`src/sxa_map.svh`:
```
// Purpose: register map, instruction fields and reset values of the status/ALU unit
// Assumes: byte addresses on an APB bus with 32-bit data
// Notes: field macros are part-select ranges or bit indices
`ifndef SXA_MAP_SVH
`define SXA_MAP_SVH
`define SXA_A_INSN 8'h00
`define SXA_A_OPNDA 8'h04
`define SXA_A_SHOP 8'h08
`define SXA_A_SHC 8'h0C
`define SXA_A_MCAND 8'h10
`define SXA_A_MPLIER 8'h14
`define SXA_A_RESULT 8'h18
`define SXA_A_STAT 8'h1C
`define SXA_A_CSW 8'h20
`define SXA_A_SSW 8'h24
`define SXA_A_PC 8'h28
`define SXA_F_COND 31:28
`define SXA_F_CLASS 27:26
`define SXA_F_MULZ 27:22
`define SXA_F_IBIT 25
`define SXA_F_DPOP 24:21
`define SXA_F_MSRHI 24:23
`define SXA_F_RBIT 22
`define SXA_F_MSRLO 21:20
`define SXA_F_SBIT 20
`define SXA_F_MASK 19:16
`define SXA_F_MRD 19:16
`define SXA_F_RD 15:12
`define SXA_F_ROT 11:8
`define SXA_F_MULTAG 7:4
`define SXA_F_IMM 7:0
`define SXA_F_MODE 4:0
`define SXA_F_CV 29:28
`define SXA_FN 31
`define SXA_FZ 30
`define SXA_FC 29
`define SXA_FV 28
`define SXA_PC_IDX 4'hF
`define SXA_MODE_USR 5'h10
`define SXA_MODE_SYS 5'h1F
`define SXA_CSW_RST 32'h0000_0013
`define SXA_OPC_MVN 4'hF
`define SXA_OPC_ORR 4'hC
`define SXA_OPC_RSB 4'h3
`define SXA_OPC_RSC 4'h7
`define SXA_OPC_SBC 4'h6
`define SXA_MULTAG 4'h9
`define SXA_MSRHI 2'h2
`define SXA_MSRLO 2'h2
`endif

```
`src/sxa_pkg.sv`:
```
// Purpose: types shared by the status/ALU unit
// Assumes: constants live in sxa_map.svh
// Notes: each module keeps its whole state in one packed struct
package sxa_pkg;
   typedef enum logic [1:0] {SXA_IDLE = 2'b00, SXA_EXEC = 2'b01, SXA_MULW = 2'b10} sxa_state_t;
   typedef enum logic [2:0]
   {
      SXA_OP_NONE = 3'b000, SXA_OP_MSR = 3'b001, SXA_OP_MUL = 3'b010, SXA_OP_MVN = 3'b011,
      SXA_OP_ORR = 3'b100, SXA_OP_RSB = 3'b101, SXA_OP_RSC = 3'b110, SXA_OP_SBC = 3'b111
   } sxa_op_t;
   typedef struct packed {
      sxa_state_t state;
      logic [31:0] insn;
      logic [31:0] opnd_a;
      logic [31:0] shop;
      logic shc;
      logic [31:0] mcand;
      logic [31:0] mplier;
      logic [31:0] result;
      logic [31:0] csw;
      logic [31:0] ssw;
      logic [31:0] pc;
      logic [3:0] dest;
      logic exe;
      logic pcw;
      logic wb;
      logic mstart;
      logic pready;
      logic pslverr;
      logic [31:0] prdata;
   } sxa_core_st_t;
   typedef struct packed {
      logic [31:0] acc;
      logic [31:0] a;
      logic [31:0] b;
      logic busy;
      logic done;
   } sxa_mul_st_t;
endpackage

```
`src/sxa_mul_if.sv`:
```
// Purpose: request and answer between the core and the multiplier
// Assumes: one clock, start is a one-cycle pulse
// Notes: done is a one-cycle pulse with product valid in the same cycle
`timescale 1ns/1ps
interface sxa_mul_if;
   logic start;
   logic [31:0] mcand;
   logic [31:0] mplier;
   logic done;
   logic [31:0] product;
   modport req (output start, output mcand, output mplier, input done, input product);
   modport unit (input start, input mcand, input mplier, output done, output product);
endinterface

```
`src/sxa_cond.sv`:
```
// Purpose: condition field evaluation against the current flags
// Assumes: flags_i is {N, Z, C, V}
// Notes: purely combinational
`timescale 1ns/1ps
module sxa_cond (
   // Condition and flags
   input wire logic [3:0] cond_i,
   input wire logic [3:0] flags_i,
   // Verdict
   output logic pass_o
);
   import sxa_pkg::*;
   logic n, z, c, v;
   assign {n, z, c, v} = flags_i;
   always_comb
   begin
      unique case (cond_i)
         4'h0: pass_o = z;
         4'h1: pass_o = !z;
         4'h2: pass_o = c;
         4'h3: pass_o = !c;
         4'h4: pass_o = n;
         4'h5: pass_o = !n;
         4'h6: pass_o = v;
         4'h7: pass_o = !v;
         4'h8: pass_o = c && !z;
         4'h9: pass_o = !c || z;
         4'hA: pass_o = n == v;
         4'hB: pass_o = n != v;
         4'hC: pass_o = !z && (n == v);
         4'hD: pass_o = z || (n != v);
         4'hE: pass_o = 1'b1;
         // Never form: treated as a no-op
         4'hF: pass_o = 1'b0;
      endcase
   end
endmodule

```
`src/sxa_mul.sv`:
```
// Purpose: iterative 32x32 multiplier returning the low word
// Assumes: start only while idle
// Notes: one multiplier byte per cycle, 1 to 4 cycles
`timescale 1ns/1ps
module sxa_mul (
   // Clock and reset
   input wire logic clk_i,
   input wire logic rst_i,
   // Request from the core
   sxa_mul_if.unit m
);
   import sxa_pkg::*;
   sxa_mul_st_t st_q, st_d;
   logic [31:0] part;

   assign m.done = st_q.done;
   assign m.product = st_q.acc;

   always_comb
   begin
      st_d = st_q;
      st_d.done = 1'b0;
      part = 32'(st_q.a * {24'h00_0000, st_q.b[7:0]});
      if (st_q.busy)
      begin
         st_d.acc = st_q.acc + part;
         st_d.a = {st_q.a[23:0], 8'h00};
         st_d.b = {8'h00, st_q.b[31:8]};
         // Unsigned early termination on the multiplier operand
         if (st_q.b[31:8] == 24'h00_0000)
         begin
            st_d.busy = 1'b0;
            st_d.done = 1'b1;
         end
      end
      else if (m.start)
      begin
         st_d.acc = 32'h0000_0000;
         st_d.a = m.mcand;
         st_d.b = m.mplier;
         st_d.busy = 1'b1;
      end
   end

   always_ff @(posedge clk_i or posedge rst_i)
   begin
      if (rst_i)
         st_q <= '0;
      else
         st_q <= st_d;
   end
endmodule

```
`src/sxa_core.sv`:
```
// Purpose: status write, multiply and ALU operations behind an APB slave
// Assumes: single master, one instruction in flight, operands loaded first
// Notes: writing the instruction register starts execution
//
// The APB interface to the registers and the address map were left to the implementer.
`timescale 1ns/1ps
`include "sxa_map.svh"

module sxa_core (
   // Clock and reset
   input wire logic clk_i,
   input wire logic rst_i,
   // APB slave
   input wire logic [7:0] paddr_i,
   input wire logic psel_i,
   input wire logic penable_i,
   input wire logic pwrite_i,
   input wire logic [31:0] pwdata_i,
   output logic [31:0] prdata_o,
   output logic pready_o,
   output logic pslverr_o,
   // Execution results
   output logic wb_valid_o,
   output logic [3:0] wb_dest_o,
   output logic [31:0] result_o,
   output logic [31:0] pc_o,
   output logic [31:0] csw_o
);
   import sxa_pkg::*;
   sxa_core_st_t st_q, st_d;
   sxa_mul_if mif ();
   sxa_op_t op;
   logic cond_ok, priv, has_ssw, is_user, sflag, ibit, sh_c, hit, ro;
   logic [4:0] rot;
   logic [31:0] imm_rot, sh_v, msr_opnd, alu_res, sub_a, sub_b, rd_val;
   logic [32:0] diff;
   logic sub_ci, alu_c, alu_v;
   logic [3:0] rd;

   sxa_cond u_cond (
      .cond_i (st_q.insn[`SXA_F_COND]),
      .flags_i (st_q.csw[31:28]),
      .pass_o (cond_ok)
   );

   sxa_mul u_mul (
      .clk_i (clk_i),
      .rst_i (rst_i),
      .m (mif.unit)
   );

   assign mif.start = st_q.mstart;
   assign mif.mcand = st_q.mcand;
   assign mif.mplier = st_q.mplier;

   // Decode
   always_comb
   begin
      op = SXA_OP_NONE;
      if (st_q.insn[`SXA_F_MULZ] == 6'h00 && st_q.insn[`SXA_F_MULTAG] == `SXA_MULTAG)
         op = SXA_OP_MUL;
      else if (st_q.insn[`SXA_F_CLASS] == 2'h0 && st_q.insn[`SXA_F_MSRHI] == `SXA_MSRHI
               && st_q.insn[`SXA_F_MSRLO] == `SXA_MSRLO)
         op = SXA_OP_MSR;
      else if (st_q.insn[`SXA_F_CLASS] == 2'h0)
      begin
         unique case (st_q.insn[`SXA_F_DPOP])
            `SXA_OPC_MVN: op = SXA_OP_MVN;
            `SXA_OPC_ORR: op = SXA_OP_ORR;
            `SXA_OPC_RSB: op = SXA_OP_RSB;
            `SXA_OPC_RSC: op = SXA_OP_RSC;
            `SXA_OPC_SBC: op = SXA_OP_SBC;
            default: op = SXA_OP_NONE;
         endcase
      end
   end

   assign ibit = st_q.insn[`SXA_F_IBIT];
   assign sflag = st_q.insn[`SXA_F_SBIT];
   assign rd = (op == SXA_OP_MUL) ? st_q.insn[`SXA_F_MRD] : st_q.insn[`SXA_F_RD];
   assign is_user = st_q.csw[`SXA_F_MODE] == `SXA_MODE_USR;
   assign priv = !is_user;
   // System mode shares user registers and owns no saved word
   assign has_ssw = priv && st_q.csw[`SXA_F_MODE] != `SXA_MODE_SYS;

   // Immediate operand rotation and operand select
   always_comb
   begin
      rot = {st_q.insn[`SXA_F_ROT], 1'b0};
      imm_rot = 32'({2{24'h00_0000, st_q.insn[`SXA_F_IMM]}} >> rot);
      sh_v = ibit ? imm_rot : st_q.shop;
      sh_c = ibit ? ((rot == 5'h00) ? st_q.csw[`SXA_FC] : imm_rot[31]) : st_q.shc;
      msr_opnd = ibit ? imm_rot : st_q.mcand;
   end

   // Shared subtractor: a + ~b + ci gives carry as inverted borrow
   always_comb
   begin
      sub_a = sh_v;
      sub_b = st_q.opnd_a;
      sub_ci = 1'b1;
      unique case (op)
         SXA_OP_RSC: sub_ci = st_q.csw[`SXA_FC];
         SXA_OP_SBC:
         begin
            sub_a = st_q.opnd_a;
            sub_b = sh_v;
            sub_ci = st_q.csw[`SXA_FC];
         end
         SXA_OP_NONE, SXA_OP_MSR, SXA_OP_MUL, SXA_OP_MVN, SXA_OP_ORR, SXA_OP_RSB: sub_ci = 1'b1;
      endcase
      diff = {1'b0, sub_a} + {1'b0, ~sub_b} + {32'h0000_0000, sub_ci};
      alu_res = diff[31:0];
      alu_c = diff[32];
      alu_v = (sub_a[31] != sub_b[31]) && (diff[31] != sub_a[31]);
      if (op == SXA_OP_MVN)
      begin
         alu_res = ~sh_v;
         alu_c = sh_c;
         alu_v = st_q.csw[`SXA_FV];
      end
      else if (op == SXA_OP_ORR)
      begin
         alu_res = st_q.opnd_a | sh_v;
         alu_c = sh_c;
         alu_v = st_q.csw[`SXA_FV];
      end
   end

   // Register decode and read data
   always_comb
   begin
      hit = 1'b1;
      ro = 1'b0;
      rd_val = 32'h0000_0000;
      unique case (paddr_i)
         `SXA_A_INSN: rd_val = st_q.insn;
         `SXA_A_OPNDA: rd_val = st_q.opnd_a;
         `SXA_A_SHOP: rd_val = st_q.shop;
         `SXA_A_SHC: rd_val = {31'h0000_0000, st_q.shc};
         `SXA_A_MCAND: rd_val = st_q.mcand;
         `SXA_A_MPLIER: rd_val = st_q.mplier;
         `SXA_A_CSW: rd_val = st_q.csw;
         `SXA_A_SSW: rd_val = st_q.ssw;
         `SXA_A_PC: rd_val = st_q.pc;
         `SXA_A_RESULT:
         begin
            rd_val = st_q.result;
            ro = 1'b1;
         end
         `SXA_A_STAT:
         begin
            rd_val = {20'h0_0000, st_q.dest, 5'h00, st_q.pcw, st_q.exe, st_q.state != SXA_IDLE};
            ro = 1'b1;
         end
         default: hit = 1'b0;
      endcase
   end

   always_comb
   begin
      st_d = st_q;
      st_d.pready = 1'b0;
      st_d.wb = 1'b0;
      st_d.mstart = 1'b0;
      // First access cycle: decide the answer; the next edge commits it
      if (psel_i && penable_i && !st_q.pready)
      begin
         st_d.pready = 1'b1;
         st_d.pslverr = !hit || (pwrite_i && (ro || st_q.state != SXA_IDLE));
         st_d.prdata = pwrite_i ? 32'h0000_0000 : rd_val;
      end
      if (psel_i && penable_i && st_q.pready && pwrite_i && !st_q.pslverr)
      begin
         unique case (paddr_i)
            `SXA_A_INSN:
            begin
               st_d.insn = pwdata_i;
               st_d.state = SXA_EXEC;
               st_d.exe = 1'b0;
               st_d.pcw = 1'b0;
            end
            `SXA_A_OPNDA: st_d.opnd_a = pwdata_i;
            `SXA_A_SHOP: st_d.shop = pwdata_i;
            `SXA_A_SHC: st_d.shc = pwdata_i[0];
            `SXA_A_MCAND: st_d.mcand = pwdata_i;
            `SXA_A_MPLIER: st_d.mplier = pwdata_i;
            `SXA_A_CSW: st_d.csw = pwdata_i;
            `SXA_A_SSW: st_d.ssw = pwdata_i;
            `SXA_A_PC: st_d.pc = pwdata_i;
            default: st_d.pc = st_q.pc;
         endcase
      end
      unique case (st_q.state)
         SXA_IDLE: st_d.state = st_d.state;
         SXA_EXEC:
         begin
            st_d.state = SXA_IDLE;
            if (cond_ok)
            begin
               st_d.exe = 1'b1;
               st_d.dest = rd;
               unique case (op)
                  SXA_OP_NONE: st_d.exe = 1'b1;
                  SXA_OP_MUL:
                  begin
                     st_d.mstart = 1'b1;
                     st_d.state = SXA_MULW;
                  end
                  SXA_OP_MSR:
                  begin
                     for (int i = 0; i < 4; i++)
                     begin
                        if (st_q.insn[16 + i])
                        begin
                           if (st_q.insn[`SXA_F_RBIT])
                           begin
                              if (has_ssw)
                                 st_d.ssw[8 * i +: 8] = msr_opnd[8 * i +: 8];
                           end
                           else if (priv || i == 3)
                              st_d.csw[8 * i +: 8] = msr_opnd[8 * i +: 8];
                        end
                     end
                  end
                  SXA_OP_MVN, SXA_OP_ORR, SXA_OP_RSB, SXA_OP_RSC, SXA_OP_SBC:
                  begin
                     st_d.result = alu_res;
                     if (rd == `SXA_PC_IDX)
                     begin
                        st_d.pc = alu_res;
                        st_d.pcw = 1'b1;
                        // No saved word in user/system: the restore is skipped
                        if (sflag && has_ssw)
                           st_d.csw = st_q.ssw;
                     end
                     else
                     begin
                        st_d.wb = 1'b1;
                        if (sflag)
                        begin
                           st_d.csw[`SXA_FN] = alu_res[31];
                           st_d.csw[`SXA_FZ] = alu_res == 32'h0000_0000;
                           st_d.csw[`SXA_FC] = alu_c;
                           st_d.csw[`SXA_FV] = alu_v;
                        end
                     end
                  end
               endcase
            end
         end
         SXA_MULW:
         begin
            if (mif.done)
            begin
               st_d.state = SXA_IDLE;
               st_d.result = mif.product;
               st_d.wb = 1'b1;
               // C and V are left as they were
               if (sflag)
               begin
                  st_d.csw[`SXA_FN] = mif.product[31];
                  st_d.csw[`SXA_FZ] = mif.product == 32'h0000_0000;
               end
            end
         end
      endcase
   end

   always_ff @(posedge clk_i or posedge rst_i)
   begin
      if (rst_i)
      begin
         st_q <= '0;
         st_q.csw <= `SXA_CSW_RST;
      end
      else
         st_q <= st_d;
   end

   assign prdata_o = st_q.prdata;
   assign pready_o = st_q.pready;
   assign pslverr_o = st_q.pslverr;
   assign wb_valid_o = st_q.wb;
   assign wb_dest_o = st_q.dest;
   assign result_o = st_q.result;
   assign pc_o = st_q.pc;
   assign csw_o = st_q.csw;

   logic exec_ok, dp_op;
   assign exec_ok = st_q.state == SXA_EXEC && cond_ok;
   assign dp_op = op inside {SXA_OP_MVN, SXA_OP_ORR, SXA_OP_RSB, SXA_OP_RSC, SXA_OP_SBC};
endmodule

```
`config.mk`:
```
export PLATFORM = sky130hd
export DESIGN_NAME = sxa_core
export DESIGN_NICKNAME = d
export VERILOG_FILES = /design/src/sxa_pkg.sv /design/src/sxa_mul_if.sv /design/src/sxa_cond.sv /design/src/sxa_mul.sv /design/src/sxa_core.sv
export VERILOG_INCLUDE_DIRS = /design/src /design/src/src
export SDC_FILE = /design/constraint.sdc
export NUM_CORES = 2
export LEC_CHECK = 0
export BUFFER_PORTS_ARGS = -buffer_cell sky130_fd_sc_hd__buf_4
export CAP_MARGIN = 30
export CORE_ASPECT_RATIO = 2
export CORE_MARGIN = 3
export CORE_UTILIZATION = 40
export CTS_BUF_LIST = sky130_fd_sc_hd__clkbuf_4 sky130_fd_sc_hd__clkbuf_8 sky130_fd_sc_hd__clkbuf_16
export CTS_CLUSTER_SIZE = 16
export DETAILED_ROUTE_END_ITERATION = 12
export GPL_TIMING_DRIVEN = 0
export MAX_ROUTING_LAYER = met4
export SLEW_MARGIN = 25
export SYNTH_ARGS = -nofsm -noshare
export SYNTH_HDL_FRONTEND = slang
export SYNTH_HIERARCHICAL = 1
export SYNTH_SLANG_ARGS = --single-unit
export TNS_END_PERCENT = 30
```
`constraint.sdc`:
```
create_clock -name clk_i -period 36.3 [get_ports clk_i]
set_input_delay 7.26 -clock clk_i [delete_from_list [all_inputs] [get_ports clk_i]]
set_output_delay 7.26 -clock clk_i [all_outputs]
set_load 0.05 [all_outputs]
```
After elaboration in Yosys (flattened, before gate mapping)
Index checks and enable logic that the tools add are counted.
Widths: inputs -> output; s select.
{"block": "totals", "reg_bits": 431, "in_bits": 45, "wordCells": 229}
{"block": "classes", "add_sub_neg": 3, "n_mul": 1, "eq_ne": 54, "n_shift": 1, "mux": 89, "bitwise_logic": 3, "reduce_logical": 53}
{"op": "$mux 32", "count": 19}
{"op": "$pmux 32 s11", "count": 1}
{"op": "$mux 97", "count": 2}
{"op": "$mux 8", "count": 23}
{"op": "$mux 163", "count": 1}
{"op": "$mux 136", "count": 1}
{"op": "$mux 34", "count": 3}
{"op": "$mux 100", "count": 1}
{"op": "$mux 96", "count": 1}
{"op": "$pmux 34 s2", "count": 1}
{"op": "$logic_not 32->1", "count": 2}
{"op": "$not 32->32", "count": 2}
{"op": "$pmux 32 s2", "count": 1}
{"op": "$eq 4x4->1 const B", "count": 12}
{"op": "$shr 40x5->32", "count": 1}
{"op": "$add 32x32->33", "count": 1}
{"op": "$add 33x1->33", "count": 1}
{"op": "$add 32x32->32", "count": 1}
{"op": "$eq 8x5->1 const B", "count": 4}
{"op": "$mul 32x8->32", "count": 1}
{"op": "$or 32x32->32", "count": 1}
{"op": "$mux 28", "count": 1}
{"op": "$eq 4x3->1 const B", "count": 6}
{"op": "$eq 8x6->1 const B", "count": 3}
{"op": "other kinds (40)", "count": 114}

Longest topological paths before layout
{"block": "depth", "depth_word": 19, "depth_mapped": 21}

Cells and area by module
The synthesis kept the hierarchy.
{"mod": "sxa_core", "instances": 1, "cells_each": 2382, "area_per_inst_um2": 21883.5}
{"mod": "sxa_mul", "instances": 1, "cells_each": 1326, "area_per_inst_um2": 12046.6}
{"mod": "sxa_cond", "instances": 1, "cells_each": 23, "area_per_inst_um2": 155.1}

Worst setup path after synthesis
No wires, ideal clock.
{"block": "synth_path", "path_type": "input -> register", "start": "input paddr_i[3]", "end": "register st_q (netlist bit csw_o[30])", "arrival_time_ns": 10.320, "required_ns": 36.224, "path_slack_ns": 25.904, "stages": 11, "n_path_buf": 1, "cell_sequence": "or4_1 -> nand4bb_1 -> buf_2 -> mux2_2 -> a21oi_1 -> o21ai_0 -> nand4_1 -> or4b_1 -> or4_1 -> or4b_1 -> o21ai_1"}
{"element": "from (decl)", "line_no": "sxa_core.sv:14", "text": "input wire logic [7:0] paddr_i,"}
{"element": "to (signal assigned)", "line_no": "sxa_core.sv:278", "text": "st_q <= st_d;"}
{"element": "to (decl)", "line_no": "sxa_core.sv:30", "text": "sxa_core_st_t st_q, st_d;"}

==> qor.yml <==
pin_count: 180
numClockSinks: 431
starting_density_of_the_core_pct: 40.5
nFillCells: 8428
die_x_um: 212
synthDominantCellAreaShare_pct: 31.4
tritoncts: "done"
hold_viol: 0
crit_chain: "buf_4 > or4_1 > nand4bb_1 > buf_2 > mux2_2 > a21oi_1 > o21ai_0 > nand4_1 > or4b_1 > or4_1 > or4b_1 > o21ai_1"
drv_cap: 0
flip_flop_count_of_the_largest_register_after_layout: 127
total_power_mw: 1.08
worst-path-max-fanout: 7
grt_pass1_wl_um: 253000
fin_crit_ps: 11190
worst_hold_path_type: "flip-flop to flip-flop"
report.final.setup_viol: 0
setup_total_negative_slack_ps: 0
synth_top_cells_by_area: "sky130_fd_sc_hd__dfrtp_1 31%, sky130_fd_sc_hd__fa_1 11%, sky130_fd_sc_hd__mux2_2 5.8%, sky130_fd_sc_hd__mux2i_1 4.8%, sky130_fd_sc_hd__nand2_1 4.2%"
number_of_setup_buffers_added_after_cts: 0
global_route.peak_usage_layer: "met2"
detailedPlacementHpwl_um: 152000
status: "finished clean"
design.final.nets: 4293
worst_clock_skew_ps: 37.0
globalRouteMet2Util_pct: 69.6
synth_cell_types: 111
cts-htree-levels: 2
routabilityCongestion: 1.08
worst_ep_arrival_time_ps: 11710
max-vdd-ir-drop_mv: 0.0323
synthesis.area_um2: 34100
placement_rows: 150
number_of_synthesized_register_bits: 431
cp_num_buf_inv: 2
syn_avg_cell_area_um2: 9.14
post-route-period-util_pct: 30.8
critical_path.endpoint_type: "flip-flop"
groute.usage.overall_pct: 42.4
ys.flop_type: "sky130_fd_sc_hd__dfrtp_1"
max_clock_freq_mhz: 89.3
clock_insertion_delay_worst_skew_ps: 620
pwr_density_cell_nw_per_um2: 27.7
final_design_area_no_fill_um2: 38800
cp_top_family: "simple AND/OR/NAND/NOR gates"
pin_count_of_the_biggest_net_entering_global_routing: 90
area_after_detailed_placement_um2: 37200
die_h_um: 419
core_region_area_um2: 84100
numPortBuffers: 179
crit_type: "input pin to flip-flop"
clk_pin_slew_worst_paths_ps: 70
synth.largest_area_cell: "sky130_fd_sc_hd__dfrtp_1"
slew_headroom_pct: 21.6
wirelength_um: 184000
root_buffer: "sky130_fd_sc_hd__clkbuf_16"
cts_buffers: 42
synth_edf_count: 0
yosysSeqAreaShare_pct: 31.7
drt-wirelength-per-cell_um: 36.2
postRouteAntennaNets: 0
cts_hold_repair.buffers: 0
final_layout_size_suffix_gt1_share_pct: 18.5
tightest_slew_ps: 1180
first_global_vias: 32800
cts.path.max_buffers: 3
slew_viols_final: 0
globalRouteOverflowTotal: 0
drt_pass1_iterations: 7
gr-usage-met1_pct: 40.9
final_common_cell: "sky130_fd_sc_hd__dfrtp_1"
cpPeakStageDelay_ps: 720
flow.area_growth_from_synthesis_pct: 13.8
yosys_warnings: 6
most_frequent_cells_in_the_layout: "428 x sky130_fd_sc_hd__dfrtp_1, 377 x sky130_fd_sc_hd__nand2_1, 348 x sky130_fd_sc_hd__buf_4, 271 x sky130_fd_sc_hd__inv_1, 212 x sky130_fd_sc_hd__o21ai_0"
max_flop_register: "st_q"
vias: 32200
cp_data_required_time_ps: 36820
synthesis.instances: 3731
number_of_antenna_violations_at_the_first_check_in_global_routing: 9
rsz0062_at_grt: "false"
post_cts.resized_instances: 0
synth_nets: 4039
crit_slowest_cell: "sky130_fd_sc_hd__or4_1"
post-route-drc-count: 0
drt-vias-per-instance: 6.32
top_regs: "st_q: 127 flops, u_mul/st_q: 65 flops"
drt_first_iter_violations: 3547
grtUsageMet3_pct: 5.94
crit_path_start_kind: "input pin"
die_area_um2: 89000
async_reset_ff_share_pct: 100
p_leak_nw: 18.6
-- routing by layer --
metal | vias up | share of wire (%)
met5 | - | 0
met4 | 0 | 14
met3 | 845 | 6.0
met2 | 1821 | 48
met1 | 16100 | 31
li1 | 13400 | -
-- where the power goes --
group | switching [mW] | leakage, nW | internal [mW]
Clock | 0.219 | 0.749 | 0.279
Combinational | 0.0716 | 11.9 | 0.0206
Sequential | 0.00236 | 5.89 | 0.482
Total | 0.293 | 18.6 | 0.782
-- synth_stat cells (17+ instances only) --
cell type	number
sky130_fd_sc_hd__and3_1	56
sky130_fd_sc_hd__xnor2_1	36
sky130_fd_sc_hd__o21ai_0	213
sky130_fd_sc_hd__clkbuf_1	201
sky130_fd_sc_hd__ha_1	75
sky130_fd_sc_hd__mux2i_1	164
sky130_fd_sc_hd__a21o_1	38
sky130_fd_sc_hd__o31ai_1	27
sky130_fd_sc_hd__dfrtp_1	428
sky130_fd_sc_hd__and2_1	165
sky130_fd_sc_hd__a22oi_1	112
sky130_fd_sc_hd__a221oi_1	39
sky130_fd_sc_hd__buf_4	167
sky130_fd_sc_hd__inv_1	273
sky130_fd_sc_hd__nor4_1	17
sky130_fd_sc_hd__nor3_1	39
sky130_fd_sc_hd__nand4_1	17
sky130_fd_sc_hd__a222oi_1	27
sky130_fd_sc_hd__a21oi_1	186
sky130_fd_sc_hd__o22ai_1	33
sky130_fd_sc_hd__fa_1	188
sky130_fd_sc_hd__nor2_1	211
sky130_fd_sc_hd__nand2_1	377
sky130_fd_sc_hd__mux2_2	177
sky130_fd_sc_hd__buf_1	29
sky130_fd_sc_hd__a211oi_1	54
sky130_fd_sc_hd__nand3_1	67
-- worst register-to-register path, cell delays in order (launching register included) --
cell and delay [ps]:
sky130_fd_sc_hd__dfrtp_1 510, sky130_fd_sc_hd__inv_2 350, sky130_fd_sc_hd__clkbuf_1 670, sky130_fd_sc_hd__buf_1 580
sky130_fd_sc_hd__buf_1 710, sky130_fd_sc_hd__clkbuf_1 360, sky130_fd_sc_hd__buf_6 220, sky130_fd_sc_hd__a21oi_1 140
sky130_fd_sc_hd__a21oi_1 190, sky130_fd_sc_hd__fa_1 260, sky130_fd_sc_hd__inv_1 80, sky130_fd_sc_hd__fa_1 500
sky130_fd_sc_hd__nor2b_4 170, sky130_fd_sc_hd__o31ai_2 110, sky130_fd_sc_hd__a211oi_1 640, sky130_fd_sc_hd__o31a_1 530
sky130_fd_sc_hd__a21oi_1 150, sky130_fd_sc_hd__o211ai_2 270, sky130_fd_sc_hd__or4b_1 450, sky130_fd_sc_hd__or4_1 570
sky130_fd_sc_hd__or4b_1 590, sky130_fd_sc_hd__o21ai_1 190
-- per-stage QoR --
stage                     hold slack (ps)  setup slack (ps)  std cells  utilization (%)
after CTS                             481             25220       5076             46.0
final                                 476             25110       5091             46.1
after global routing                  503             25170       5090             46.1
after detailed placement              467             24620       4998             44.2
after global placement                463             15210       4974             43.7
after floorplan                       448             19820       3731                -
-- cell families (layout without fill, tap and decap cells) --
kind of cell	Yosys count	after routing	synth area share [%]
simple gates	1046	1046	14.8
compound gates	901	901	17.9
buf+inv	695	983	9.68
flops	431	431	31.7
mux	344	344	10.8
fa+ha+maj	263	263	13.8
xor+xnor	51	51	1.31
other cells	0	8	0
-- path summary, 6_finish.rpt --
check                                        endpoint                     from  slack [ps]  cells after the start
setup reg to reg                  csw_o[30]$_DFF_PP0_         ibit$_DFFE_PP0P_       28000                     21
hold / removal                prdata_o[2]$_DFFE_PP0P_  prdata_o[2]$_DFFE_PP0P_         480                      1
hold reg to reg               prdata_o[2]$_DFFE_PP0P_  prdata_o[2]$_DFFE_PP0P_         480                      1
max in group asynchronous   mif.mcand[29]$_DFFE_PP0P_                    rst_i       28140                      4
min in group asynchronous  u_mul/st_q[13]$_DFFE_PP0P_                    rst_i        6640                      2
setup / recovery                  csw_o[30]$_DFF_PP0_               paddr_i[3]       25110                     12
-- area by class of cell --
cell class	instances	area, um2	share of cell area, %
diodes	8	20.0	0.0516
plain buffers	419	2280	5.88
clock buffers	58	1250	3.23
clock inverters	20	263	0.677
inverters	276	1050	2.70
multi-input cells	2605	20100	51.7
flip-flops and latches	431	10800	27.8
well taps	1064	1330	3.43
repair buffers	210	1740	4.48
(Power assumes the default switching activity.)
